### src/hw/cvcc_map.svh
// Purpose: offsets, field positions, codes and reset values of the value change checker
// Assumes: APB byte addresses, one aligned 32-bit word per register
// Notes: definitions only
`ifndef CVCC_MAP_SVH
`define CVCC_MAP_SVH

`define CVCC_AW 12
`define CVCC_OFS_CTRL 12'h000
`define CVCC_OFS_ADDR 12'h004
`define CVCC_OFS_CMD 12'h008
`define CVCC_OFS_STATUS 12'h00c
`define CVCC_OFS_IRQ_STAT 12'h010
`define CVCC_OFS_IRQ_MASK 12'h014
`define CVCC_OFS_RD_SEL 12'h018
`define CVCC_OFS_RD_VAL 12'h01c
`define CVCC_OFS_AXIS_FLAGS 12'h020
`define CVCC_OFS_ENC_FLAGS 12'h024

`define CVCC_CTRL_SEQ_RDY 0
`define CVCC_CTRL_MP_RDY 1
`define CVCC_CTRL_MODE_LSB 2
`define CVCC_CMD_ENC 0
`define CVCC_CMD_VSHAFT 1
`define CVCC_CMD_PROGV 2
`define CVCC_CMD_IDX_LSB 8
`define CVCC_IDX_W 6
`define CVCC_IRQ_DONE 0
`define CVCC_IRQ_ERR 1

`define CVCC_CLS_NONE 2'h0
`define CVCC_CLS_MINOR 2'h1
`define CVCC_CLS_MAJOR 2'h2
`define CVCC_CLS_SETTING 2'h3

`define CVCC_ERR_NOT_READY 16'h0064
`define CVCC_ERR_STARTED 16'h0065
`define CVCC_ERR_SRV_NRDY 16'h03ec
`define CVCC_ERR_SRV_ERR 16'h03ed
`define CVCC_ERR_VREAL_V 16'h0387
`define CVCC_ERR_OUT_VIRT 16'h0388
`define CVCC_ERR_ENC_REAL 16'h0389
`define CVCC_ERR_R2V 16'h038b
`define CVCC_ERR_V2R 16'h038c
`define CVCC_ERR_RANGE 16'hffff

`define CVCC_CTRL_RST 3'h0
`define CVCC_MASK_RST 2'h0
`define CVCC_NAXIS 32
`define CVCC_NENC 12

`endif

### src/hw/cvcc_pkg.sv
// Purpose: types of the value change checker
// Assumes: macros from cvcc_map.svh
// Notes: no constants here
package cvcc_pkg;

   typedef enum logic [1:0] {
      CVCC_IDLE = 2'b00,
      CVCC_CHECK = 2'b01,
      CVCC_APPLY = 2'b10,
      CVCC_FINISH = 2'b11
   } cvcc_state_t;

   typedef enum logic [1:0] {
      CVCC_REAL = 2'b00,
      CVCC_VIRT = 2'b01,
      CVCC_R2V = 2'b10,
      CVCC_V2R = 2'b11
   } cvcc_mode_t;

   typedef struct packed {
      logic enc;
      logic vshaft;
      logic progv;
      logic [5:0] idx;
      logic [31:0] addr;
   } cvcc_cmd_t;

   typedef struct packed {
      logic [1:0] cls;
      logic [15:0] code;
   } cvcc_err_t;

   typedef struct packed {
      logic seq_rdy;
      logic mp_rdy;
      cvcc_mode_t mode;
   } cvcc_ctrl_t;

endpackage

### src/hw/cvcc_sync.sv
// Purpose: three-stage input synchroniser with agreement filter
// Assumes: inputs asynchronous to pclk
// Notes: output follows once stages two and three agree
`timescale 1ns/1ps
module cvcc_sync #(
   parameter int W = 1
) (
   input wire logic pclk,
   input wire logic presetn,
   input wire logic [W-1:0] d,
   output logic [W-1:0] q
);
   typedef struct packed {
      logic [W-1:0] s1;
      logic [W-1:0] s2;
      logic [W-1:0] s3;
      logic [W-1:0] q;
   } cvcc_sync_st_t;

   cvcc_sync_st_t r_q;
   cvcc_sync_st_t r_d;

   always_comb begin
      r_d = r_q;
      r_d.s1 = d;
      r_d.s2 = r_q.s1;
      r_d.s3 = r_q.s2;
      for (int i = 0; i < W; i++) begin
         if (r_q.s2[i] == r_q.s3[i]) begin
            r_d.q[i] = r_q.s3[i];
         end
      end
   end

   always_ff @(posedge pclk or negedge presetn) begin
      if (!presetn) begin
         r_q <= '0;
      end else begin
         r_q <= r_d;
      end
   end

   assign q = r_q.q;
endmodule

### src/hw/cvcc_value_store.sv
// Purpose: current value array with one write port and per-entry increment
// Assumes: write wins over increment on the same entry
// Notes: no reset, contents retained across presetn
`timescale 1ns/1ps
module cvcc_value_store #(
   parameter int N = 12,
   parameter int W = 32
) (
   input wire logic pclk,
   input wire logic we,
   input wire logic [5:0] widx,
   input wire logic [W-1:0] wdata,
   input wire logic [N-1:0] inc,
   output logic [N-1:0][W-1:0] vals
);
   typedef struct packed {
      logic [N-1:0][W-1:0] v;
   } cvcc_store_st_t;

   cvcc_store_st_t r_q;
   cvcc_store_st_t r_d;

   always_comb begin
      r_d = r_q;
      for (int i = 0; i < N; i++) begin
         if (we && (widx == 6'(i))) begin
            r_d.v[i] = wdata;
         end else if (inc[i]) begin
            r_d.v[i] = W'(r_q.v[i] + 1'b1);
         end
      end
   end

   always_ff @(posedge pclk) begin
      r_q <= r_d;
   end

   assign vals = r_q.v;
endmodule

### src/hw/cvcc_top.sv
// Purpose: checks and executes current value change commands over APB
// Assumes: one clock pclk, asynchronous active-low presetn, APB3 slave, zero wait
// Notes: axis, virtual shaft and encoder values held in retained stores
`timescale 1ns/1ps
`include "cvcc_map.svh"
module cvcc_top #(
   parameter int NAXIS = `CVCC_NAXIS,
   parameter int NENC = `CVCC_NENC
) (
   input wire logic pclk,
   input wire logic presetn,
   input wire logic psel,
   input wire logic penable,
   input wire logic pwrite,
   input wire logic [`CVCC_AW-1:0] paddr,
   input wire logic [31:0] pwdata,
   output logic pready,
   output logic [31:0] prdata,
   output logic pslverr,
   input wire logic [NAXIS-1:0] servo_ready_in,
   input wire logic [NAXIS-1:0] servo_error_in,
   input wire logic [NAXIS-1:0] axis_moving_in,
   input wire logic [NENC-1:0] enc_pulse_in,
   output logic [NAXIS-1:0] axis_start_accept_flags,
   output logic [NENC-1:0] encoder_change_busy_flags,
   output logic change_busy,
   output logic irq
);
   typedef struct packed {
      cvcc_pkg::cvcc_state_t st;
      cvcc_pkg::cvcc_ctrl_t ctrl;
      logic [31:0] addr;
      cvcc_pkg::cvcc_cmd_t cmd;
      cvcc_pkg::cvcc_err_t err;
      logic err_valid;
      logic [5:0] err_shaft;
      logic [NAXIS-1:0] aflag;
      logic [NENC-1:0] eflag;
      logic [1:0] irq_stat;
      logic [1:0] irq_mask;
      logic [1:0] rd_arr;
      logic [5:0] rd_idx;
      logic [NENC-1:0] pulse_prev;
      logic [31:0] rdata;
   } cvcc_st_t;

   cvcc_st_t r_q;
   cvcc_st_t r_d;

   logic [NAXIS-1:0] srv_rdy_s, srv_err_s, moving_s;
   logic [NENC-1:0] pulse_s, enc_inc;
   logic [NAXIS-1:0][31:0] axis_vals, virt_vals;
   logic [NENC-1:0][31:0] enc_vals;
   logic [5:0] sidx, ridx0;
   logic axis_we, virt_we, enc_we, mapped, acc, wr, cmd_go;
   logic [31:0] rmux, rval;
   cvcc_pkg::cvcc_err_t chk;

   ////////////////////////////////////////////////////////////////////////
   // input synchronisers
   cvcc_sync #(.W(NAXIS)) u_sync_rdy (.pclk(pclk), .presetn(presetn), .d(servo_ready_in),
      .q(srv_rdy_s));
   cvcc_sync #(.W(NAXIS)) u_sync_err (.pclk(pclk), .presetn(presetn), .d(servo_error_in),
      .q(srv_err_s));
   cvcc_sync #(.W(NAXIS)) u_sync_mov (.pclk(pclk), .presetn(presetn), .d(axis_moving_in),
      .q(moving_s));
   cvcc_sync #(.W(NENC)) u_sync_pulse (.pclk(pclk), .presetn(presetn), .d(enc_pulse_in),
      .q(pulse_s));

   ////////////////////////////////////////////////////////////////////////
   // retained value stores
   assign sidx = 6'(r_q.cmd.idx - 6'h01);
   assign axis_we = (r_q.st == cvcc_pkg::CVCC_APPLY) && !r_q.cmd.enc && !r_q.cmd.vshaft;
   assign virt_we = (r_q.st == cvcc_pkg::CVCC_APPLY) && !r_q.cmd.enc && r_q.cmd.vshaft;
   assign enc_we = (r_q.st == cvcc_pkg::CVCC_APPLY) && r_q.cmd.enc;
   // feed counting only while virtual operation runs
   assign enc_inc = (pulse_s & ~r_q.pulse_prev)
                    & {NENC{r_q.ctrl.mode == cvcc_pkg::CVCC_VIRT}};

   cvcc_value_store #(.N(NAXIS), .W(32)) u_axis_store (.pclk(pclk), .we(axis_we),
      .widx(sidx), .wdata(r_q.cmd.addr), .inc('0), .vals(axis_vals));
   cvcc_value_store #(.N(NAXIS), .W(32)) u_virt_store (.pclk(pclk), .we(virt_we),
      .widx(sidx), .wdata(r_q.cmd.addr), .inc('0), .vals(virt_vals));
   cvcc_value_store #(.N(NENC), .W(32)) u_enc_store (.pclk(pclk), .we(enc_we),
      .widx(sidx), .wdata(r_q.cmd.addr), .inc(enc_inc), .vals(enc_vals));

   ////////////////////////////////////////////////////////////////////////
   // command checks in priority order
   always_comb begin
      chk = '{cls: `CVCC_CLS_NONE, code: 16'h0000};
      if (!(r_q.ctrl.seq_rdy && r_q.ctrl.mp_rdy)) begin
         chk = '{cls: `CVCC_CLS_MINOR, code: `CVCC_ERR_NOT_READY};
      end else if ((r_q.cmd.idx == 6'h00)
                   || (r_q.cmd.enc && (r_q.cmd.idx > 6'(NENC)))
                   || (!r_q.cmd.enc && (r_q.cmd.idx > 6'(NAXIS)))) begin
         chk = '{cls: `CVCC_CLS_SETTING, code: `CVCC_ERR_RANGE};
      end else if (r_q.ctrl.mode == cvcc_pkg::CVCC_R2V) begin
         chk = '{cls: `CVCC_CLS_SETTING, code: `CVCC_ERR_R2V};
      end else if (r_q.ctrl.mode == cvcc_pkg::CVCC_V2R) begin
         chk = '{cls: `CVCC_CLS_SETTING, code: `CVCC_ERR_V2R};
      end else if (r_q.cmd.enc) begin
         if (r_q.ctrl.mode == cvcc_pkg::CVCC_REAL) begin
            chk = '{cls: `CVCC_CLS_SETTING,
                    code: r_q.cmd.progv ? `CVCC_ERR_VREAL_V : `CVCC_ERR_ENC_REAL};
         end
      end else if (r_q.cmd.vshaft) begin
         if (r_q.ctrl.mode == cvcc_pkg::CVCC_REAL) begin
            chk = '{cls: `CVCC_CLS_SETTING, code: `CVCC_ERR_VREAL_V};
         end
      end else if (r_q.ctrl.mode == cvcc_pkg::CVCC_VIRT) begin
         chk = '{cls: `CVCC_CLS_SETTING, code: `CVCC_ERR_OUT_VIRT};
      end else if (moving_s[sidx[4:0]]) begin
         chk = '{cls: `CVCC_CLS_MINOR, code: `CVCC_ERR_STARTED};
      end else if (!srv_rdy_s[sidx[4:0]]) begin
         chk = '{cls: `CVCC_CLS_MAJOR, code: `CVCC_ERR_SRV_NRDY};
      end else if (srv_err_s[sidx[4:0]]) begin
         chk = '{cls: `CVCC_CLS_MAJOR, code: `CVCC_ERR_SRV_ERR};
      end
   end

   ////////////////////////////////////////////////////////////////////////
   // apb decode and read mux
   assign acc = psel && penable;
   assign wr = acc && pwrite;
   assign mapped = (paddr[1:0] == 2'b00) && (paddr <= `CVCC_OFS_ENC_FLAGS);
   assign cmd_go = wr && (paddr == `CVCC_OFS_CMD) && (r_q.st == cvcc_pkg::CVCC_IDLE);
   assign pready = 1'b1;
   assign pslverr = acc && (!mapped
                    || (pwrite && (paddr == `CVCC_OFS_CMD) && (r_q.st != cvcc_pkg::CVCC_IDLE)));

   assign ridx0 = 6'(r_q.rd_idx - 6'h01);
   always_comb begin
      rval = 32'h0000_0000;
      if (r_q.rd_idx != 6'h00) begin
         case (r_q.rd_arr)
            2'h0: rval = (r_q.rd_idx <= 6'(NAXIS)) ? axis_vals[ridx0[4:0]] : 32'h0000_0000;
            2'h1: rval = (r_q.rd_idx <= 6'(NAXIS)) ? virt_vals[ridx0[4:0]] : 32'h0000_0000;
            2'h2: rval = (r_q.rd_idx <= 6'(NENC)) ? enc_vals[ridx0[3:0]] : 32'h0000_0000;
            default: rval = 32'h0000_0000;
         endcase
      end
   end

   always_comb begin
      case (paddr)
         `CVCC_OFS_CTRL: rmux = 32'({r_q.ctrl.mode, r_q.ctrl.mp_rdy, r_q.ctrl.seq_rdy});
         `CVCC_OFS_ADDR: rmux = r_q.addr;
         `CVCC_OFS_STATUS: rmux = {r_q.err.code, 2'h0, r_q.err_shaft, 4'h0, r_q.err.cls,
                                   r_q.err_valid, r_q.st != cvcc_pkg::CVCC_IDLE};
         `CVCC_OFS_IRQ_STAT: rmux = 32'(r_q.irq_stat);
         `CVCC_OFS_IRQ_MASK: rmux = 32'(r_q.irq_mask);
         `CVCC_OFS_RD_SEL: rmux = 32'({r_q.rd_idx, 6'h00, r_q.rd_arr});
         `CVCC_OFS_RD_VAL: rmux = rval;
         `CVCC_OFS_AXIS_FLAGS: rmux = 32'(r_q.aflag);
         `CVCC_OFS_ENC_FLAGS: rmux = 32'(r_q.eflag);
         default: rmux = 32'h0000_0000;
      endcase
   end

   ////////////////////////////////////////////////////////////////////////
   // next state
   always_comb begin
      logic [1:0] ev;
      ev = 2'h0;
      r_d = r_q;
      r_d.pulse_prev = pulse_s;
      if (psel && !penable) begin
         r_d.rdata = rmux;
      end
      if (wr) begin
         case (paddr)
            `CVCC_OFS_CTRL: begin
               r_d.ctrl = cvcc_pkg::cvcc_ctrl_t'({pwdata[`CVCC_CTRL_SEQ_RDY],
                          pwdata[`CVCC_CTRL_MP_RDY],
                          pwdata[`CVCC_CTRL_MODE_LSB+1:`CVCC_CTRL_MODE_LSB]});
            end
            `CVCC_OFS_ADDR: r_d.addr = pwdata;
            `CVCC_OFS_IRQ_MASK: r_d.irq_mask = pwdata[1:0];
            `CVCC_OFS_RD_SEL: begin
               r_d.rd_arr = pwdata[1:0];
               r_d.rd_idx = pwdata[`CVCC_CMD_IDX_LSB+`CVCC_IDX_W-1:`CVCC_CMD_IDX_LSB];
            end
            default: begin
            end
         endcase
      end
      case (r_q.st)
         cvcc_pkg::CVCC_IDLE: begin
            if (cmd_go) begin
               r_d.cmd.enc = pwdata[`CVCC_CMD_ENC];
               r_d.cmd.vshaft = pwdata[`CVCC_CMD_VSHAFT];
               r_d.cmd.progv = pwdata[`CVCC_CMD_PROGV];
               r_d.cmd.idx = pwdata[`CVCC_CMD_IDX_LSB+`CVCC_IDX_W-1:`CVCC_CMD_IDX_LSB];
               r_d.cmd.addr = r_q.addr;
               r_d.st = cvcc_pkg::CVCC_CHECK;
            end
         end
         cvcc_pkg::CVCC_CHECK: begin
            if (chk.cls != `CVCC_CLS_NONE) begin
               // flags left alone on any failure
               r_d.err = chk;
               r_d.err_valid = 1'b1;
               r_d.err_shaft = r_q.cmd.idx;
               ev[`CVCC_IRQ_ERR] = 1'b1;
               r_d.st = cvcc_pkg::CVCC_IDLE;
            end else begin
               if (r_q.cmd.enc) begin
                  r_d.eflag[sidx[3:0]] = 1'b1;
               end else begin
                  r_d.aflag[sidx[4:0]] = 1'b1;
               end
               r_d.st = cvcc_pkg::CVCC_APPLY;
            end
         end
         cvcc_pkg::CVCC_APPLY: begin
            r_d.st = cvcc_pkg::CVCC_FINISH;
         end
         cvcc_pkg::CVCC_FINISH: begin
            r_d.eflag = '0;
            r_d.aflag = '0;
            r_d.err_valid = 1'b0;
            ev[`CVCC_IRQ_DONE] = 1'b1;
            r_d.st = cvcc_pkg::CVCC_IDLE;
         end
         default: begin
            r_d.st = cvcc_pkg::CVCC_IDLE;
         end
      endcase
      // set wins over write-one-to-clear
      if (wr && (paddr == `CVCC_OFS_IRQ_STAT)) begin
         r_d.irq_stat = r_q.irq_stat & ~pwdata[1:0];
      end
      r_d.irq_stat = r_d.irq_stat | ev;
   end

   always_ff @(posedge pclk or negedge presetn) begin
      if (!presetn) begin
         r_q <= '0;
         r_q.ctrl <= cvcc_pkg::cvcc_ctrl_t'(`CVCC_CTRL_RST);
         r_q.irq_mask <= `CVCC_MASK_RST;
      end else begin
         r_q <= r_d;
      end
   end

   assign prdata = r_q.rdata;
   assign axis_start_accept_flags = r_q.aflag;
   assign encoder_change_busy_flags = r_q.eflag;
   assign change_busy = r_q.st != cvcc_pkg::CVCC_IDLE;
   assign irq = |(r_q.irq_stat & r_q.irq_mask);

   ////////////////////////////////////////////////////////////////////////
   // checks
   logic in_chk, rdy, in_rng;
   assign in_chk = r_q.st == cvcc_pkg::CVCC_CHECK;
   assign rdy = r_q.ctrl.seq_rdy && r_q.ctrl.mp_rdy;
   assign in_rng = (r_q.cmd.idx != 6'h00)
                   && (r_q.cmd.idx <= (r_q.cmd.enc ? 6'(NENC) : 6'(NAXIS)));
   property p_not_ready;
      @(posedge pclk) disable iff (!presetn)
      (in_chk && !rdy) |=> (r_q.err.code == 16'h0064) && (r_q.st == cvcc_pkg::CVCC_IDLE)
                           && (r_q.aflag == '0) && (r_q.eflag == '0);
   endproperty
   a_not_ready: assert property (p_not_ready) else $error("ready flags off not rejected");
   property p_started;
      @(posedge pclk) disable iff (!presetn)
      (in_chk && rdy && (chk.code == `CVCC_ERR_STARTED)) |-> !r_q.cmd.enc && !r_q.cmd.vshaft
         && moving_s[sidx[4:0]] ##1 r_q.err.code == 16'h0065 && !axis_we;
   endproperty
   a_started: assert property (p_started) else $error("moving axis not rejected");
   property p_servo;
      @(posedge pclk) disable iff (!presetn)
      (in_chk && rdy && !r_q.cmd.enc && !r_q.cmd.vshaft && in_rng
       && r_q.ctrl.mode == cvcc_pkg::CVCC_REAL && !moving_s[sidx[4:0]])
      |=> (r_q.err.code == ($past(srv_rdy_s[sidx[4:0]]) ?
              ($past(srv_err_s[sidx[4:0]]) ? 16'h03ed : r_q.err.code) : 16'h03ec))
          && (r_q.err.cls == 2'h2 || r_q.st == cvcc_pkg::CVCC_APPLY);
   endproperty
   a_servo: assert property (p_servo) else $error("servo check wrong");
   property p_mode_axis;
      @(posedge pclk) disable iff (!presetn)
      (in_chk && rdy && !r_q.cmd.enc && in_rng
       && (r_q.cmd.vshaft ? r_q.ctrl.mode == cvcc_pkg::CVCC_REAL
                          : r_q.ctrl.mode == cvcc_pkg::CVCC_VIRT))
      |=> r_q.err.code == (r_q.cmd.vshaft ? 16'h0387 : 16'h0388) ##1 !virt_we && !axis_we;
   endproperty
   a_mode_axis: assert property (p_mode_axis) else $error("shaft mode check wrong");
   property p_switching;
      @(posedge pclk) disable iff (!presetn)
      (in_chk && rdy && in_rng && r_q.ctrl.mode[1])
      |=> r_q.err.code == (r_q.ctrl.mode == cvcc_pkg::CVCC_R2V ? 16'h038b : 16'h038c);
   endproperty
   a_switching: assert property (p_switching) else $error("switching not rejected");
   property p_enc_real;
      @(posedge pclk) disable iff (!presetn)
      (in_chk && rdy && r_q.cmd.enc && r_q.cmd.idx == 6'h01
       && r_q.ctrl.mode == cvcc_pkg::CVCC_REAL)
      |=> r_q.err.code == (r_q.cmd.progv ? 16'h0387 : 16'h0389) && r_q.err.cls == 2'h3;
   endproperty
   a_enc_real: assert property (p_enc_real) else $error("encoder real mode wrong");

   property p_enc_range;
      @(posedge pclk) disable iff (!presetn)
      (in_chk && rdy && r_q.cmd.enc && (r_q.cmd.idx == 6'h00 || r_q.cmd.idx > 6'(NENC)))
      |=> r_q.err_valid && r_q.err.code == `CVCC_ERR_RANGE;
   endproperty
   a_enc_range: assert property (p_enc_range) else $error("encoder index not checked");

   property p_enc_seq;
      @(posedge pclk) disable iff (!presetn)
      (in_chk && chk.cls == 2'h0 && r_q.cmd.enc)
      |=> r_q.eflag[sidx[3:0]] && change_busy ##1 r_q.eflag[sidx[3:0]]
          ##1 enc_vals[sidx[3:0]] == r_q.cmd.addr ##1 r_q.eflag == '0;
   endproperty
   a_enc_seq: assert property (p_enc_seq) else $error("encoder change sequence wrong");

   property p_axis_seq;
      @(posedge pclk) disable iff (!presetn)
      (in_chk && chk.cls == 2'h0 && !r_q.cmd.enc && !r_q.cmd.vshaft)
      |=> r_q.aflag[sidx[4:0]] ##2 !r_q.aflag[sidx[4:0]]
          && axis_vals[sidx[4:0]] == r_q.cmd.addr;
   endproperty
   a_axis_seq: assert property (p_axis_seq) else $error("axis change sequence wrong");

   property p_no_out_touch;
      @(posedge pclk) disable iff (!presetn)
      (r_q.st == cvcc_pkg::CVCC_APPLY && r_q.cmd.enc) |=> $stable(axis_vals);
   endproperty
   a_no_out_touch: assert property (p_no_out_touch) else $error("output value touched");

   property p_feed;
      @(posedge pclk) disable iff (!presetn)
      (r_q.st == cvcc_pkg::CVCC_FINISH && r_q.cmd.enc && enc_inc[sidx[3:0]])
      |=> enc_vals[sidx[3:0]] == 32'(r_q.cmd.addr + 32'h0000_0001);
   endproperty
   a_feed: assert property (p_feed) else $error("feed not from new value");

   property p_fail_flags;
      @(posedge pclk) disable iff (!presetn)
      (in_chk && chk.cls != 2'h0) |=> r_q.aflag == '0 && r_q.eflag == '0 && r_q.err_valid
         && r_q.err_shaft == $past(r_q.cmd.idx) && r_q.irq_stat[1];
   endproperty
   a_fail_flags: assert property (p_fail_flags) else $error("failure toggled flags");
endmodule

### config.mk
export PLATFORM = sky130hd
export DESIGN_NAME = cvcc_top
export DESIGN_NICKNAME = d
export VERILOG_FILES = /design/src/hw/cvcc_pkg.sv /design/src/hw/cvcc_sync.sv /design/src/hw/cvcc_value_store.sv /design/src/hw/cvcc_top.sv
export VERILOG_INCLUDE_DIRS = /design/src /design/src/hw
export SDC_FILE = /design/constraint.sdc
export NUM_CORES = 2
export LEC_CHECK = 0
export BUFFER_PORTS_ARGS = -buffer_cell sky130_fd_sc_hd__buf_4
export CAP_MARGIN = 0
export CORE_UTILIZATION = 57
export DETAILED_ROUTE_END_ITERATION = 7
export PLACE_DENSITY = 0.73
export REMOVE_ABC_BUFFERS = 1
export SLEW_MARGIN = 30
export SYNTH_ARGS = -nofsm -noshare
export SYNTH_HDL_FRONTEND = slang
export SYNTH_SLANG_ARGS = --single-unit
export TNS_END_PERCENT = 30
### constraint.sdc
create_clock -name pclk -period 4.01 [get_ports pclk]
set_clock_uncertainty 0.05 [all_clocks]
set_input_delay 0.2005 -clock pclk [delete_from_list [all_inputs] [get_ports pclk]]
set_output_delay 0.2005 -clock pclk [all_outputs]
set_load 0.02 [all_outputs]
==> run_results.csv <==
group,metric,value,unit
setup_path,crit_arrival,4.73,ns
pwr,p_int,51300,uW
sta,min_period_over_period,1.00,
cells_and_area,area_delta_synth_final,16.6,%
synth,synth_seq_cells,3058,
place,gp_congestion,0.926,
pwr,power_density,441,nW/um2
synth,synth_area_leader_cell,"edfxtp_1",
sta,clock.fmax,249,MHz
place,post_dp_cell_area,133000,um2
clock_network,cts-root-buf,"clkbuf_16",
sta,maxSlewViolCount,0,
drt,drtPass1Iterations,8,
place,io_buffer_count,235,
cells_and_area,final_cell_area,146000,um2
cells_and_area,nFillCells,13562,
sta,setup_viol,1,
clock_network,cts_tree,"yes",
pwr,p_seq_frac,0.534,
setup_path,worstPathMaxFanout,34,
die,die_width,470,um
global_route,track_usage,0.342,
place,hpwl,222,mm
global_route,grt_max_degree,110,
global_route,grt.overflow.total,0,
drt,drt_wl_total,376,mm
drt,viasPerCell,6.68,
synth,async_flop_share,0.205,
synth,synthCells,7317,
synth,synthTopCellsByArea,"edfxtp_1 (58%), mux4_2 (13%), dfrtp_1 (13%)",
setup_path,worst-r2r-cell-count,12,
clock_network,clkTransAtPathRegs,0.06,ns
clock_network,clk_latency,0.95,ns
drt,via_count,74416,
place,place_worst_setup_slack,-0.0157,ns
worst_hold_path,hp-class,"in2reg",
sta,rsz0062_at_grt,"no",
cells_and_area,nNetsFinal,8221,
cells_and_area,multi_input_area,34700,um2
synth,synthFlopType,"edfxtp_1",
die,die_y,470,um
cells_and_area,register_area,88800,um2
synth,syn-cell-area,125000,um2
pwr,p_switching,13000,uW
drt,ant_nets,0,
global_route,grt_pass1_wl,537,mm
die,pin_count,237,
synth,yosysWarnings,0,
setup_path,endpoint_kind,"register",
drt,drt_iter0_drc,10568,
setup_path,crit_type,"reg2reg",
die,rows,171,
sta,worst_slew_pin_slew,1.13,ns
clock_network,post_cts_buffers,0,
drt,route.detailed.wl_per_inst,33.7,um
pwr,leakage,0.0445,uW
synth,ys_seq_area_frac,0.709,
worst_hold_path,hold_depth,3,
die,core,218000,um2
status,violations,"negative setup slack",
pwr,p_clk_frac,0.452,
sta,hold_viol,0,
clock_network,numCtsBuffers,317,
synth,netlist.area_leader.share,0.584,
synth,synth_edf_count,2432,
pwr,ir_worst_vdd,526,uV
sta,min_period,4.01,ns
die,initial_core_util,0.575,
status,status,"complete, but fails checks",
clock_network,ctsLongestPathBuffers,4,
sta,fin_ws,-0.00424,ns
pwr,power_frac_comb,0.014,
global_route,antenna_found_initial,18,
global_route,grt_pass1_vias,75365,
clock_network,clock-sinks,3058,
job,drv_cap,0,
synth,synth.avg_cell_area,17.1,um2
setup_path,start_kind,"register",
synth,yosysUniqueCellTypes,73,
drt,drc,0,
setup_path,reg2reg_slack,-0.004,ns
pwr,swShare,0.202,
clock_network,cts.htree.levels,5,
sta,max_slew_margin,0.243,
cells_and_area,drive_gt1_frac,0.247,
setup_path,cp_data_required_time,4.72,ns
die,dieArea,221000,um2
[critical path, stage by stage, from the launching register on]
cell,delay [ns]
dfrtp_4,0.56
inv_1,0.13
ha_4,0.34
buf_12,0.18
buf_12,0.25
buf_4,0.24
mux4_2,0.36
nand2_1,0.10
a21oi_1,0.13
a31oi_1,0.27
nor2_1,0.08
a211oi_1,0.94
o21ai_1,0.17
[synthesized netlist by cell type, drive strengths merged, types with 16 or more instances]
cell type,instances
a211oi,16
xor2,229
a222oi,19
nor3,27
dfrtp,626
maj3,108
mux2,106
xnor2,143
a31oi,36
nand3,232
nand2,530
inv,21
ha,19
buf,252
nand4,75
and3,77
edfxtp,2432
mux2i,31
o21ai,123
nor2,613
mux4,718
a22oi,31
and4,36
nand2b,22
a21oi,471
clkbuf,219
[cell families after synthesis]
| kind of cell | Yosys count | synth area share |
|---|---|---|
| compound gates | 743 | 0.0339 |
| mux | 855 | 0.141 |
| buf+inv | 492 | 0.0195 |
| fa+ha+maj | 127 | 0.0105 |
| flops | 3058 | 0.709 |
| simple gates | 1669 | 0.0592 |
| other cells | 1 | 0.0000300 |
| xor+xnor | 372 | 0.0261 |
[per-layer routing]
metal	routed length [um]	vias up	global-route usage	share of wire
met1	125000	37993	0.431	0.33
met2	178000	5437	0.537	0.47
li1	-	29809	-	-
met3	47300	1165	0.0961	0.13
met4	25400	12	0.191	0.067
met5	208	-	0	0.00055
[layout make-up]
cell class                      instances  share of cell area
Sequential cell                      3058               0.609
Multi-Input combinational cell       3767               0.238
Timing Repair Buffer                  880              0.0597
Clock buffer                          402              0.0589
Tap cell                             2854              0.0245
Clock inverter                        158             0.00982
Inverter                               21            0.000540
Antenna cell                            6            0.000103
[cell usage in the layout, fill, tap and decap left out, types with 15 or more instances in the layout]
| cell type | netlist | layout |
|---|---|---|
| a31oi_1 | 36 | 36 |
| clkinv_1 | 0 | 56 |
| nor2b_1 | 15 | 15 |
| and4_1 | 36 | 36 |
| dfrtp_2 | 0 | 24 |
| and3_1 | 77 | 77 |
| nand3_1 | 232 | 220 |
| dfrtp_1 | 626 | 592 |
| dlygate4sd3_1 | 0 | 286 |
| nand4_1 | 75 | 75 |
| mux4_2 | 715 | 715 |
| nor2_1 | 612 | 544 |
| nor2_4 | 0 | 65 |
| mux2_2 | 104 | 104 |
| a222oi_1 | 19 | 19 |
| xor2_1 | 229 | 226 |
| a21oi_1 | 471 | 471 |
| buf_12 | 0 | 100 |
| clkinv_2 | 0 | 57 |
| nand2b_1 | 22 | 22 |
| clkbuf_16 | 0 | 322 |
| o21ai_0 | 92 | 79 |
| mux2i_1 | 31 | 31 |
| maj3_1 | 108 | 108 |
| edfxtp_1 | 2432 | 2432 |
| nand2_1 | 527 | 523 |
| clkbuf_8 | 0 | 24 |
| o21ai_2 | 20 | 27 |
| bufinv_16 | 0 | 25 |
| inv_1 | 21 | 21 |
| clkbuf_1 | 219 | 56 |
| nor3_1 | 26 | 23 |
| ha_1 | 19 | 18 |
| a22oi_1 | 31 | 31 |
| buf_4 | 112 | 485 |
| xnor2_1 | 142 | 140 |
[power groups by stage]
stage / sequential (uW) / clock [uW] / combinational (uW)
floorplan: 34900 / 0 / 237
global placement: 34900 / 0 / 615
detailed placement: 34900 / 0 / 632
CTS: 34300 / 29100 / 861
global route: 34300 / 30400 / 958
finish: 34300 / 29100 / 903
[worst paths after layout]
path | end | start
max in group asynchronous | r_q[146] | presetn
setup reg to reg | prdata[26] | r_q[44]
hold reg to reg | u_sync_err.r_d[59] | u_sync_err.r_d[91]
hold / removal | r_q[171] | pwdata[5]
setup / recovery | prdata[26] | r_q[44]
min in group asynchronous | u_sync_mov.r_d[58] | presetn
[repair_timing]
action / CTS / global route
endpoints found under the hold margin: 603 / 0
cloned: 0 / 0
pin swaps: 0 / 0
resized for setup: 1 / 5
endpoints found under the setup margin: 1 / 5
hold buffers: 287 / 0
[per-stage QoR]
step	power [uW]	TNS (ns)	std cells	hold slack, ns	utilization
after floorplan	35100	-3453.52	6846	-0.145	-
after global placement	35500	0	10286	0.260	0.610
after detailed placement	35600	-0.0157	10291	0.261	0.611
after CTS	64200	0	11138	0.0112	0.670
after global routing	65700	0	11142	0.0354	0.670
final	64300	-0.00424	11146	0.0576	0.670
[registers in the layout, indices dropped and copies added, names as in the netlist, 24 cells and up, named ones only]
register / count
u_sync_err.q: 32
u_sync_rdy.r_d: 64
axis_start_accept_flags: 32
u_sync_pulse.r_d: 24
u_sync_err.r_d: 64
u_axis_store.vals: 1024
u_sync_rdy.r_q: 32
u_sync_rdy.q: 32
r_q: 117
u_sync_mov.r_d: 64
u_sync_mov.r_q: 32
u_sync_mov.q: 32
u_virt_store.vals: 1024
prdata: 32
u_enc_store.vals: 384
u_sync_err.r_q: 32
No activity file was read; power rests on OpenSTA's default activity.
